[src/logic/cfs_pkg.sv]
package cfs_pkg;

    // Register byte offsets on the AXI4-Lite slave.
    localparam logic [7:0] CTRL_OFFSET   = 8'h00;
    localparam logic [7:0] STATUS_OFFSET = 8'h04;

    // Control register field positions.
    localparam int CTRL_SEL_LSB = 0;
    localparam int CTRL_SEL_W   = 5;
    localparam int CTRL_FS_BIT  = 8;

    // Control register reset value: running code, shutdown pin released.
    localparam logic [31:0] CTRL_RESET = 32'h0000_0100;

    // Voltage-select code that requests shutdown.
    localparam logic [4:0] SEL_SHUTDOWN = 5'h1F;

    // Timing counts in phase clock pulses.
    localparam int SOFT_START_BITS = 11;
    localparam int WAIT_CYCLES     = 2048;
    localparam int MAX_RETRIES     = 7;
    localparam int STEP_CYCLES     = 2;

    // Analog thresholds, kept for reference in millivolts or microamps.
    localparam int LOW_OFFSET_MV   = 350;
    localparam int HIGH_LIMIT_MV   = 2200;
    localparam int ENABLE_MV       = 1230;
    localparam int OVERLOAD_UA     = 90;
    localparam int STEP_MV         = 25;

    // Default phase clock divide from the 50 MHz aclk.
    localparam int PHASE_DIV = 100;

    // PWM output state.
    typedef enum logic [1:0] {
        CFS_PWM_RUN  = 2'b00,
        CFS_PWM_LOW  = 2'b01,
        CFS_PWM_HIZ  = 2'b10
    } cfs_pwm_t;

    // Synchronised comparator results travel together.
    typedef struct packed {
        logic below_low;    // Offset output under the reference.
        logic above_high;   // Sense amplifier at the high limit.
        logic at_reference; // Output has fallen to the reference.
        logic overload;     // Mean current above the limit.
    } cfs_cmp_t;

endpackage : cfs_pkg

[src/logic/cfs_supervisor.sv]
// The address map and the AXI4-Lite register port were chosen for this implementation.
`timescale 1ns/100ps
`default_nettype none

// Notes on behaviour
// - Window-ok low in shutdown, rises in soft-start once output clears low limit.
// - Once high, window-ok falls only on disable, under-voltage or a fault.
// - Low limit compares output plus 350mV against the reference.
// - Under-voltage drops window-ok at once; switching continues.
// - Window-ok returns high once output exceeds the low limit again.
// - When disabled while running, window-ok holds until output decays below limit.
// - Sense level at 2.2V drops window-ok immediately as over-voltage.
// - Over-voltage forces all PWM outputs low.
// - PWM low until output reaches reference, then hi-Z; low again on recurrence.
// - Over-voltage drives the crowbar gate output high.
// - Over-voltage latches: switching stops and window-ok stays low until reset.
// - Latches clear only on enable below 1.23V or bias below reset threshold.
// - Mean current above 90uA reference triggers shutdown.
// - Overload trip: PWM hi-Z, window-ok low for 2048 phase clocks, then soft-start.
// - Overload during soft-start trips at once and repeats the wait.
// - Seven retries allowed; the eighth failed attempt latches off.
// - A clean soft-start resumes operation, raises window-ok, clears retries.
// - Overload result is blanked while the reference is stepping.
// - Soft-start timed by an 11-bit counter on phase clock pulses.
// - All-ones select code means shutdown; any other code restarts.
// - Reference steps every two cycles; this stepping is the blanking window.
module cfs_supervisor #(
    parameter int PHASE_DIV = cfs_pkg::PHASE_DIV
) (
    input  wire logic        aclk,            // System clock, 50 MHz.
    input  wire logic        aresetn,         // Synchronous reset, active low.
    input  wire logic        enable_ok,       // Enable above threshold and bias good.
    input  wire logic        below_low_in,    // Comparator: offset output under ref.
    input  wire logic        above_high_in,   // Comparator: sense level at high limit.
    input  wire logic        at_ref_in,       // Comparator: output at reference.
    input  wire logic        overload_in,     // Comparator: mean current over limit.
    input  wire logic        ref_stepping_in, // Reference transition in progress.
    output logic             window_ok_out,   // Window-ok, open-drain output value.
    output logic             window_ok_oe,    // Window-ok pull-down enable.
    output logic             crowbar_gate_out,// Crowbar gate drive.
    output cfs_pkg::cfs_pwm_t pwm_state,      // PWM output state.
    output logic             latched_off,     // Overload lockout indicator.
    input  wire logic [31:0] s_axi_awaddr,    // Write address.
    input  wire logic        s_axi_awvalid,   // Write address valid.
    output logic             s_axi_awready,   // Write address ready.
    input  wire logic [31:0] s_axi_wdata,     // Write data.
    input  wire logic [3:0]  s_axi_wstrb,     // Write strobes.
    input  wire logic        s_axi_wvalid,    // Write data valid.
    output logic             s_axi_wready,    // Write data ready.
    output logic [1:0]       s_axi_bresp,     // Write response.
    output logic             s_axi_bvalid,    // Write response valid.
    input  wire logic        s_axi_bready,    // Write response ready.
    input  wire logic [31:0] s_axi_araddr,    // Read address.
    input  wire logic        s_axi_arvalid,   // Read address valid.
    output logic             s_axi_arready,   // Read address ready.
    output logic [31:0]      s_axi_rdata,     // Read data.
    output logic [1:0]       s_axi_rresp,     // Read response.
    output logic             s_axi_rvalid,    // Read data valid.
    input  wire logic        s_axi_rready     // Read data ready.
);

    typedef enum logic [2:0] {
        ST_OFF   = 3'b000,
        ST_SOFT  = 3'b001,
        ST_RUN   = 3'b010,
        ST_WAIT  = 3'b011,
        ST_OVER  = 3'b100,
        ST_LOCK  = 3'b101
    } cfs_state_t;

    // Divider width, worked out once so that every compare against it is sized on purpose.
    localparam int DIV_W = $clog2(PHASE_DIV);

    cfs_state_t                         state;
    cfs_pkg::cfs_cmp_t                  cmp;
    logic                               enable_s;
    logic                               stepping_s;
    logic [31:0]                        ctrl;
    logic [DIV_W-1:0]                   div_cnt;
    logic                               phase_tick;
    logic [cfs_pkg::SOFT_START_BITS-1:0] timer;
    logic [2:0]                         retries;
    logic                               pwm_low;
    logic                               window_ok;
    logic                               shutdown_req;
    logic                               trip;
    logic                               aw_held;
    logic                               w_held;
    logic [7:0]                         aw_addr;
    logic [31:0]                        w_data;
    logic [3:0]                         w_strb;

    // Comparator results cross into aclk before any decision reads them.
    cfs_sync #(.W(6)) u_sync (
        .aclk    (aclk),
        .aresetn (aresetn),
        .d       ({below_low_in, above_high_in, at_ref_in, overload_in,
                   enable_ok, ref_stepping_in}),
        .q       ({cmp.below_low, cmp.above_high, cmp.at_reference, cmp.overload,
                   enable_s, stepping_s})
    );

    // Phase clock enable; the real phase clock is slower than aclk.
    always_ff @(posedge aclk) begin
        if (!aresetn) begin
            div_cnt    <= '0;
            phase_tick <= 1'b0;
        end else begin
            phase_tick <= (div_cnt == DIV_W'(PHASE_DIV - 1));
            if (div_cnt == DIV_W'(PHASE_DIV - 1)) begin
                div_cnt <= '0;
            end else begin
                div_cnt <= div_cnt + 1'b1;
            end
        end
    end

    // All-ones select code or the grounded frequency pin request shutdown.
    assign shutdown_req = (ctrl[cfs_pkg::CTRL_SEL_LSB +: cfs_pkg::CTRL_SEL_W]
                           == cfs_pkg::SEL_SHUTDOWN) || !ctrl[cfs_pkg::CTRL_FS_BIT];

    // Overload is ignored while the reference is stepping, to avoid nuisance trips.
    assign trip = cmp.overload && !stepping_s;

    // Main fault sequencer. Reset and enable low are the only exits from the latched states,
    // which is why no other branch ever leaves ST_OVER or ST_LOCK.
    always_ff @(posedge aclk) begin
        if (!aresetn) begin
            state   <= ST_OFF;
            timer   <= '0;
            retries <= '0;
        end else if (!enable_s) begin
            state   <= ST_OFF;
            timer   <= '0;
            retries <= '0;
        end else if (cmp.above_high && state != ST_OFF && state != ST_LOCK) begin
            state <= ST_OVER;
        end else begin
            unique case (state)
                ST_OFF: begin
                    if (!shutdown_req) begin
                        state <= ST_SOFT;
                        timer <= '0;
                    end
                end
                ST_SOFT: begin
                    if (shutdown_req) begin
                        state <= ST_OFF;
                    end else if (trip) begin
                        // Eighth failed attempt locks out.
                        timer <= '0;
                        if (retries == 3'(cfs_pkg::MAX_RETRIES)) begin
                            state <= ST_LOCK;
                        end else begin
                            state   <= ST_WAIT;
                            retries <= retries + 1'b1;
                        end
                    end else if (phase_tick) begin
                        timer <= timer + 1'b1;
                        if (timer == '1) begin
                            state   <= ST_RUN;
                            retries <= '0;
                        end
                    end
                end
                ST_RUN: begin
                    if (shutdown_req) begin
                        state <= ST_OFF;
                    end else if (trip) begin
                        state <= ST_WAIT;
                        timer <= '0;
                        if (retries == 3'(cfs_pkg::MAX_RETRIES)) begin
                            state <= ST_LOCK;
                        end else begin
                            retries <= retries + 1'b1;
                        end
                    end
                end
                ST_WAIT: begin
                    // Wait 2048 phase clocks then retry soft-start.
                    if (phase_tick) begin
                        timer <= timer + 1'b1;
                        if (timer == '1) begin
                            state <= ST_SOFT;
                        end
                    end
                end
                ST_OVER: begin
                end
                ST_LOCK: begin
                end
                default: begin
                    state <= ST_OFF;
                end
            endcase
        end
    end

    // Over-voltage PWM pull-down: low while above reference, hi-Z once at
    // reference, low again whenever the high limit is hit again.
    always_ff @(posedge aclk) begin
        if (!aresetn || !enable_s) begin
            pwm_low <= 1'b0;
        end else if (cmp.above_high && state != ST_OFF && state != ST_LOCK) begin
            pwm_low <= 1'b1;
        end else if (cmp.at_reference) begin
            pwm_low <= 1'b0;
        end
    end

    // Window-ok: set once the output clears the low limit in soft-start or run,
    // drops on under-voltage, faults and shutdown after decay.
    always_ff @(posedge aclk) begin
        if (!aresetn) begin
            window_ok <= 1'b0;
        end else begin
            unique case (state)
                ST_SOFT, ST_RUN: window_ok <= !cmp.below_low && !cmp.above_high
                                              && !trip;
                ST_OFF:  window_ok <= window_ok && !cmp.below_low;
                default: window_ok <= 1'b0;
            endcase
        end
    end

    // Outputs come straight from state flops.
    always_comb begin
        window_ok_out    = window_ok;
        window_ok_oe     = !window_ok;
        crowbar_gate_out = (state == ST_OVER);
        latched_off      = (state == ST_LOCK);
        if (state == ST_OVER) begin
            pwm_state = pwm_low ? cfs_pkg::CFS_PWM_LOW : cfs_pkg::CFS_PWM_HIZ;
        end else if (state == ST_SOFT || state == ST_RUN) begin
            pwm_state = cfs_pkg::CFS_PWM_RUN;
        end else begin
            pwm_state = cfs_pkg::CFS_PWM_HIZ;
        end
    end

    // AXI write side: address and data held independently, one response.
    assign s_axi_awready = !aw_held && !s_axi_bvalid;
    assign s_axi_wready  = !w_held && !s_axi_bvalid;
    assign s_axi_bresp   = 2'b00;
    always_ff @(posedge aclk) begin
        if (!aresetn) begin
            aw_held      <= 1'b0;
            w_held       <= 1'b0;
            aw_addr      <= '0;
            w_data       <= '0;
            w_strb       <= '0;
            s_axi_bvalid <= 1'b0;
        end else begin
            if (s_axi_awvalid && s_axi_awready) begin
                aw_held <= 1'b1;
                aw_addr <= s_axi_awaddr[7:0];
            end
            if (s_axi_wvalid && s_axi_wready) begin
                w_held <= 1'b1;
                w_data <= s_axi_wdata;
                w_strb <= s_axi_wstrb;
            end
            if (aw_held && w_held) begin
                aw_held      <= 1'b0;
                w_held       <= 1'b0;
                s_axi_bvalid <= 1'b1;
            end else if (s_axi_bvalid && s_axi_bready) begin
                s_axi_bvalid <= 1'b0;
            end
        end
    end

    // Control register; writes to other offsets are accepted and dropped.
    always_ff @(posedge aclk) begin
        if (!aresetn) begin
            ctrl <= cfs_pkg::CTRL_RESET;
        end else if (aw_held && w_held && aw_addr == cfs_pkg::CTRL_OFFSET) begin
            for (int i = 0; i < 4; i++) begin
                if (w_strb[i]) begin
                    ctrl[8*i +: 8] <= w_data[8*i +: 8];
                end
            end
        end
    end

    // AXI read side: status shows live state; unmapped reads return zero.
    assign s_axi_arready = !s_axi_rvalid;
    assign s_axi_rresp   = 2'b00;
    always_ff @(posedge aclk) begin
        if (!aresetn) begin
            s_axi_rvalid <= 1'b0;
            s_axi_rdata  <= '0;
        end else if (s_axi_arvalid && s_axi_arready) begin
            s_axi_rvalid <= 1'b1;
            if (s_axi_araddr[7:0] == cfs_pkg::CTRL_OFFSET) begin
                s_axi_rdata <= {23'h0, ctrl[8:0]};
            end else if (s_axi_araddr[7:0] == cfs_pkg::STATUS_OFFSET) begin
                s_axi_rdata <= {22'h0, retries, pwm_state, state, window_ok, 1'b0};
            end else begin
                s_axi_rdata <= 32'h0000_0000;
            end
        end else if (s_axi_rvalid && s_axi_rready) begin
            s_axi_rvalid <= 1'b0;
        end
    end

    // Over-voltage raises the crowbar within three cycles of the comparator.
    chk_crowbar_on_ov: assert property (@(posedge aclk) disable iff (!aresetn)
        (above_high_in && enable_ok && state inside {ST_SOFT, ST_RUN})[*3]
        |-> ##1 crowbar_gate_out)
        else $error("crowbar not raised on over-voltage");

    chk_ov_window_low: assert property (@(posedge aclk) disable iff (!aresetn)
        crowbar_gate_out |-> !window_ok_out)
        else $error("window-ok high during over-voltage latch");

    chk_ov_latch_hold: assert property (@(posedge aclk) disable iff (!aresetn)
        (state == ST_OVER && enable_s) |=> state == ST_OVER)
        else $error("over-voltage latch left without reset");

    chk_lock_hold: assert property (@(posedge aclk) disable iff (!aresetn)
        (state == ST_LOCK && enable_s) |=> state == ST_LOCK)
        else $error("lockout left without reset");

    chk_wait_hiz: assert property (@(posedge aclk) disable iff (!aresetn)
        state == ST_WAIT |-> pwm_state == cfs_pkg::CFS_PWM_HIZ && !window_ok_out)
        else $error("wait state not hi-Z with window-ok low");

    chk_blank_trip: assert property (@(posedge aclk) disable iff (!aresetn)
        (state == ST_RUN && stepping_s && !cmp.above_high && !shutdown_req && enable_s)
        |=> state == ST_RUN)
        else $error("overload tripped during reference stepping");

    chk_retry_clear: assert property (@(posedge aclk) disable iff (!aresetn)
        ($past(state) == ST_SOFT && state == ST_RUN) |-> retries == 3'h0)
        else $error("retry count not cleared after clean soft-start");

    chk_uv_drop: assert property (@(posedge aclk) disable iff (!aresetn)
        (state == ST_RUN && cmp.below_low) |=> !window_ok_out
        || state != ST_RUN)
        else $error("window-ok held during under-voltage");

    chk_shutdown_code: assert property (@(posedge aclk) disable iff (!aresetn)
        (state == ST_RUN && shutdown_req && enable_s && !cmp.above_high)
        |=> state == ST_OFF)
        else $error("shutdown code ignored");

endmodule : cfs_supervisor

`default_nettype wire

[src/logic/cfs_sync.sv]
`timescale 1ns/100ps
`default_nettype none

module cfs_sync #(
    parameter int W = 4
) (
    input  wire logic         aclk,    // System clock.
    input  wire logic         aresetn, // Synchronous reset, active low.
    input  wire logic [W-1:0] d,       // Asynchronous inputs.
    output logic      [W-1:0] q        // Synchronised outputs.
);

    logic [W-1:0] stage1;

    // Two flops; only the second stage is read outside.
    always_ff @(posedge aclk) begin
        if (!aresetn) begin
            stage1 <= '0;
            q      <= '0;
        end else begin
            stage1 <= d;
            q      <= stage1;
        end
    end

endmodule : cfs_sync

`default_nettype wire

[config.mk]
export PLATFORM = sky130hd
export DESIGN_NAME = cfs_supervisor
export DESIGN_NICKNAME = d
export VERILOG_FILES = /design/src/logic/cfs_pkg.sv /design/src/logic/cfs_supervisor.sv /design/src/logic/cfs_sync.sv
export SDC_FILE = /design/constraint.sdc
export NUM_CORES = 1
export LEC_CHECK = 0
export BUFFER_PORTS_ARGS = -buffer_cell sky130_fd_sc_hd__buf_4
export CAP_MARGIN = 10
export CORE_MARGIN = 1.5
export CORE_UTILIZATION = 45
export CTS_BUF_LIST = sky130_fd_sc_hd__clkbuf_8
export DETAILED_ROUTE_END_ITERATION = 6
export PLACE_DENSITY = 0.74
export SYNTH_ARGS = -nofsm -noshare
export SYNTH_HDL_FRONTEND = slang
export SYNTH_SLANG_ARGS = --single-unit
[constraint.sdc]
create_clock -name aclk -period 4.9 [get_ports aclk]
set_clock_uncertainty 0.15 [all_clocks]
set_input_delay 0.98 -clock aclk [delete_from_list [all_inputs] [get_ports aclk]]
set_output_delay 0.98 -clock aclk [all_outputs]
set_load 0.005 [all_outputs]
After elaboration in Yosys (flattened, before gate mapping)
Cells that the tools add are included.
{"block": "totals", "ff_bits": 103, "in_bits": 113, "output_inout_bits": 47}
{"block": "op_classes", "n_addsub": 3, "eq_ne": 29, "mux": 39, "n_bitwise": 4, "n_reduce_logical": 51}
{"op": "11-bit two-way mux", "count": 6}
{"op": "3-bit two-way mux", "count": 18}
{"op": "11-bit one-hot mux with 4 select lines", "count": 1}
{"op": "3-bit inequality test (second input constant)", "count": 7}
{"op": "7-bit AND reduction", "count": 3}
{"op": "10-bit two-way mux", "count": 2}
{"op": "8-bit logical NOT", "count": 2}
{"op": "1-bit logical AND", "count": 15}
{"op": "3-bit one-hot mux with 5 select lines", "count": 1}
{"op": "1-bit logical NOT", "count": 12}
{"op": "2-bit inequality test (second input constant)", "count": 6}
{"op": "4-bit inequality test (second input constant)", "count": 3}
{"op": "11-bit by 1-bit adder with 11-bit output (second input constant)", "count": 1}
{"op": "11-bit == test (second input constant)", "count": 1}
{"op": "5-bit inequality test (second input constant)", "count": 2}
{"op": "3-bit == test (second input constant)", "count": 3}
{"op": "8-bit by 3-bit == test with 1-bit output (second input constant)", "count": 1}
{"op": "2-bit nonzero test", "count": 4}
{"op": "2-bit OR reduction", "count": 4}
{"op": "7-bit by 1-bit adder with 7-bit output (second input constant)", "count": 1}
{"op": "7-bit == test (second input constant)", "count": 1}
{"op": "3-bit by 2-bit == test with 1-bit output (second input constant)", "count": 2}
{"op": "1-bit two-way mux", "count": 6}
{"op": "2-bit two-way mux", "count": 3}
{"op": "14 further kinds", "count": 21}

Logic depth before layout (Yosys ltp)
{"block": "depth", "ltp_word": 7, "depth_mapped": 7, "depth_no_buf": 6}

Cells and area by module
From an unflattened synthesis, not the netlist that was laid out.
{"block": "unflattened", "cells_unflattened": 436, "area_unflattened_um2": 3866.2}
{"module": "cfs_supervisor", "instances": 1, "cells_per_inst": 411, "area_each_um2": 3529.6, "seq_area_each_um2": 1381.3}
{"module": "cfs_sync", "instances": 1, "cells_per_inst": 25, "area_each_um2": 336.6, "seq_area_each_um2": 240.2}

Worst setup path before layout
OpenSTA, ideal clock, no wires.
{"block": "synth_path", "path_kind": "input -> register", "from": "input port s_axi_araddr[5]", "to": "register s_axi_rdata[9]", "t_arrival_ns": 2.084, "t_required_ns": 4.685, "path_slack_ns": 2.601, "cell_stages": 4, "path_buffers": 0, "path_cell_list": "or4_1 > nor3_4 > a32oi_1 > nor2_1"}
{"block": "synth_via", "elab_chain_len": 3, "word_cells_on_any_way": 4}
{"item": "from (decl)", "line_no": "cfs_supervisor.sv:53", "rtl": "input wire logic [31:0] s_axi_araddr,"}
{"item": "8-bit by 3-bit == test with 1-bit output", "line_no": "cfs_supervisor.sv:297", "rtl": "end else if (s_axi_araddr[7:0] == cfs_pkg::STATUS_OFFSET) begin"}
{"item": "10-bit two-way mux", "line_no": "cfs_supervisor.sv:297"}
{"item": "10-bit two-way mux *", "line_no": "cfs_supervisor.sv:295", "rtl": "if (s_axi_araddr[7:0] == cfs_pkg::CTRL_OFFSET) begin"}
{"item": "to (signal assigned)", "line_no": "cfs_supervisor.sv:296", "rtl": "s_axi_rdata <= {23'h0, ctrl[8:0]};"}
{"item": "to (signal assigned)", "line_no": "cfs_supervisor.sv:298", "rtl": "s_axi_rdata <= {22'h0, retries, pwm_state, state, window_ok, 1'b0};"}
{"item": "to (decl)", "line_no": "cfs_supervisor.sv:56", "rtl": "output logic [31:0] s_axi_rdata,"}
Every way passes the cells marked *; elsewhere a longest branch is shown, timed or not.
A chain may end at the register's enable or synchronous reset.

Worst setup path in the final report
{"block": "layout_path", "from": "register state[0]", "to": "output port pwm_state[1]"}
{"block": "layout_via", "elab_chain_len": 4, "word_cells_on_any_way": 6}
{"item": "from (decl)", "line_no": "cfs_supervisor.sv:74", "rtl": "cfs_state_t state;"}
{"item": "from (signal assigned)", "line_no": "cfs_supervisor.sv:129", "rtl": "state <= ST_OFF;"}
{"item": "from (signal assigned)", "line_no": "cfs_supervisor.sv:133", "rtl": "state <= ST_OFF;"}
{"item": "from (signal assigned)", "line_no": "cfs_supervisor.sv:137", "rtl": "state <= ST_OVER;"}
{"item": "3-bit by 1-bit == test with 1-bit output or 3-bit by 2-bit == test with 1-bit output (tied branches)", "line_no": "cfs_supervisor.sv:234", "rtl": "end else if (state == ST_SOFT || state == ST_RUN) begin"}
{"item": "1-bit logical OR", "line_no": "cfs_supervisor.sv:234"}
{"item": "2-bit two-way mux", "line_no": "cfs_supervisor.sv:234"}
{"item": "2-bit two-way mux *", "line_no": "cfs_supervisor.sv:232", "rtl": "if (state == ST_OVER) begin"}
{"item": "to (decl)", "line_no": "cfs_supervisor.sv:41", "rtl": "output cfs_pkg::cfs_pwm_t pwm_state,"}
Marked as above.

==> flow_summary.toml <==
[status]
run_status = "complete, no violations"

[timing]
max_freq_ghz = 0.336
hold_viol_final = 0
drv_slew = 0
rsz0062_at_grt = "false"
fin_crit_sh_pct = 60.8
tightest_slew_ps = 700
timing.setup.tns_ps = 0
min_period_ps = 2980
finalSetupViolCount = 0
setup_ws_ps = 1920
maxSlewHeadroom_pct = 53.3

[finish]
drive_gt1_share_pct = 19.5
area_delta_synth_final_pct = 16.7
seqCellArea_um2 = 1620
multi_input_area_um2 = 1820
antenna_cells_inserted = 0
n_fill_cell = 742
final_cell_mix = "81 x dfxtp_1, 62 x nand2_1, 61 x buf_4, 42 x a21oi_1, 36 x nor2_1"
nets = 594
final_common_cell = "dfxtp_1"

[global_route]
grt_max_degree = 42
grt_overflow_total = 0
grt_first_pass_wirelength_mm = 12.5
gr-usage-all-layers_pct = 18.0
antenna_found_initial = 0
grt_pass1_vias = 2861

[clocking]
cts_buffers = 9
cts-htree-levels = 3
clkLatencyLatePin_ps = 350
postCtsHoldBufs = 0
clkSinkCount = 81
cts_resized = 0
root_buffer = "clkbuf_8"
cts_tree = "built"
cts.path.max_buffers = 2
cts.reportedPaths.clkPinSlew_ps = 80
post_cts_buffers = 0

[worst_setup_path]
end_kind = "primary output"
start_kind = "flip-flop"
cp.required_ps = 3770
r2r_setup_slack_ps = 2560
crit_fanout = 18
cp_slowest_cell = "dfxtp_1"
path_cells = "nand3b_1, a21oi_1, a21oi_1, buf_4"
critical_path_class = "reg2out"
crit_top_cell = "a21oi_1"
r2r_cells = 5
slowest_delay_ps = 750
arrival_ps = 1850

[routing]
vias_per_cell = 5.21
final_antenna_net_count = 0
vias = 3044
routed_wl_mm = 7.46
drtIter0Drc = 178
wl_per_cell_um = 12.8
first_pass_iters = 4
drc = 0

[power]
p_per_area_nw_per_um2 = 301
p_leak_nw = 1.77
ir_drop_mv = 0.216

[logic_synthesis]
ys_types = 58
synth_edf_count = 0
synth_seq_cells = 81
yosysWarnings = 0
yosysSeqAreaShare_pct = 44.4
synthArstFlopShare_pct = 0
syn-mean-instance-area_um2 = 8.59
ys.flop_type = "dfxtp_1"
netlist_instances = 425
syn_area_um2 = 3650

[placement]
dp.final_hpwl_mm = 5.49
pre_cts_ws_ps = 2340
gp_congestion = 0.900
portBuffers = 60

[min_path]
holdPathStages = 1
min_path_type = "reg2reg"

[floorplan]
start_util_pct = 46.8
rows = 32
io_pins = 160
core_um2 = 7810
chipWidth_um = 93.1
fp.dieH_um = 93.1
die-area_um2 = 8660

[run]
maxCapViolations = 0
## worst max-delay path, delay by kind of cell, from the launching register on
kind	cells	cell delay (ps)
compound gates	2	380
buf+inv	1	180
flops	1	750
simple gates	1	190
## per-layer routing
layer	share of wire (%)	track usage, %
met2	52	32.0
met3	5.5	5.45
met1	42	20.8
met5	0	0
met4	1.0	5.30
## cells in the mapped netlist, types with 2 or more instances
| cell type | instances | share of area [%] |
|---|---|---|
| a21oi_1 | 42 | 5.8 |
| xor2_1 | 4 | 0.96 |
| a31oi_1 | 4 | 0.69 |
| a22oi_1 | 8 | 1.6 |
| and3_1 | 5 | 0.86 |
| xnor2_1 | 4 | 0.96 |
| inv_1 | 5 | 0.51 |
| buf_2 | 2 | 0.27 |
| nand3b_1 | 2 | 0.41 |
| nor2_1 | 36 | 3.7 |
| inv_2 | 3 | 0.31 |
| o21ai_1 | 3 | 0.41 |
| a211oi_1 | 2 | 0.41 |
| or3_1 | 10 | 1.7 |
| o22ai_1 | 2 | 0.34 |
| nand4_1 | 3 | 0.51 |
| nand2b_1 | 9 | 1.5 |
| or4_1 | 5 | 1.0 |
| nand2_1 | 62 | 6.4 |
| ha_1 | 3 | 1.0 |
| nor4_1 | 2 | 0.34 |
| mux2_2 | 7 | 2.2 |
| nand3_1 | 8 | 1.1 |
| clkbuf_1 | 14 | 1.4 |
| a32oi_1 | 2 | 0.48 |
| nor3_1 | 5 | 0.69 |
| o21ai_0 | 10 | 1.4 |
| nor4b_1 | 3 | 0.72 |
| mux2i_1 | 9 | 2.5 |
| and2_1 | 16 | 2.7 |
| dfxtp_1 | 81 | 44 |
| buf_4 | 28 | 5.8 |
## path summary, 6_finish.rpt
path / start / to
worst min register to register: u_sync.q[5] / window_ok_out
worst min-delay path: u_sync.q[5] / window_ok_out
worst max-delay path: state[0] / pwm_state[1]
worst max register to register: state[0] / retries[1]
## report_power, final
part / leakage, nW / switching, mW / total [mW] / internal (mW)
Sequential: 0.660 / 0.0130 / 0.691 / 0.678
Combinational: 1.01 / 0.0516 / 0.0995 / 0.0479
Clock: 0.0989 / 0.242 / 0.492 / 0.250
## metrics by stage
step           power (mW)  area, um^2  util, %  hold slack [ps]  cells
2_1_floorplan       0.779        3740        -              226    450
3_3_place_gp        0.803        4060     52.0              241    569
3_5_place_dp        0.807        4060     52.0              242    569
4_1_cts              1.29        4260     54.6              261    584
5_1_grt              1.34        4260     54.6              278    584
6_report             1.28        4260     54.6              260    584
## sequential cells by signal (all words and copies together) (netlist names), 6 cells and up
name and count:
w_data 9, ctrl 9, timer 11, u_sync.q 6, div_cnt 7, aw_addr 8
s_axi_rdata 10, u_sync.stage1 6
## cell type report
type	instances	share of cell area (%)
Multi-Input combinational cell	316	42.7
Sequential cell	81	38.1
Timing Repair Buffer	61	10.8
Clock buffer	10	3.23
Tap cell	102	3.00
Clock inverter	5	1.50
Inverter	9	0.793
## logic make-up after synthesis
logic type / synth area share (%)
AO/OA/AOI/OAI: 14.4
XOR/XNOR: 1.92
adder cells (fa/ha/maj): 1.30
buffers and inverters: 8.40
flip-flops: 44.4
multiplexers: 4.63
other: 0.103
AND/OR/NAND/NOR: 24.8
No activity file was read; power rests on OpenSTA's default activity.
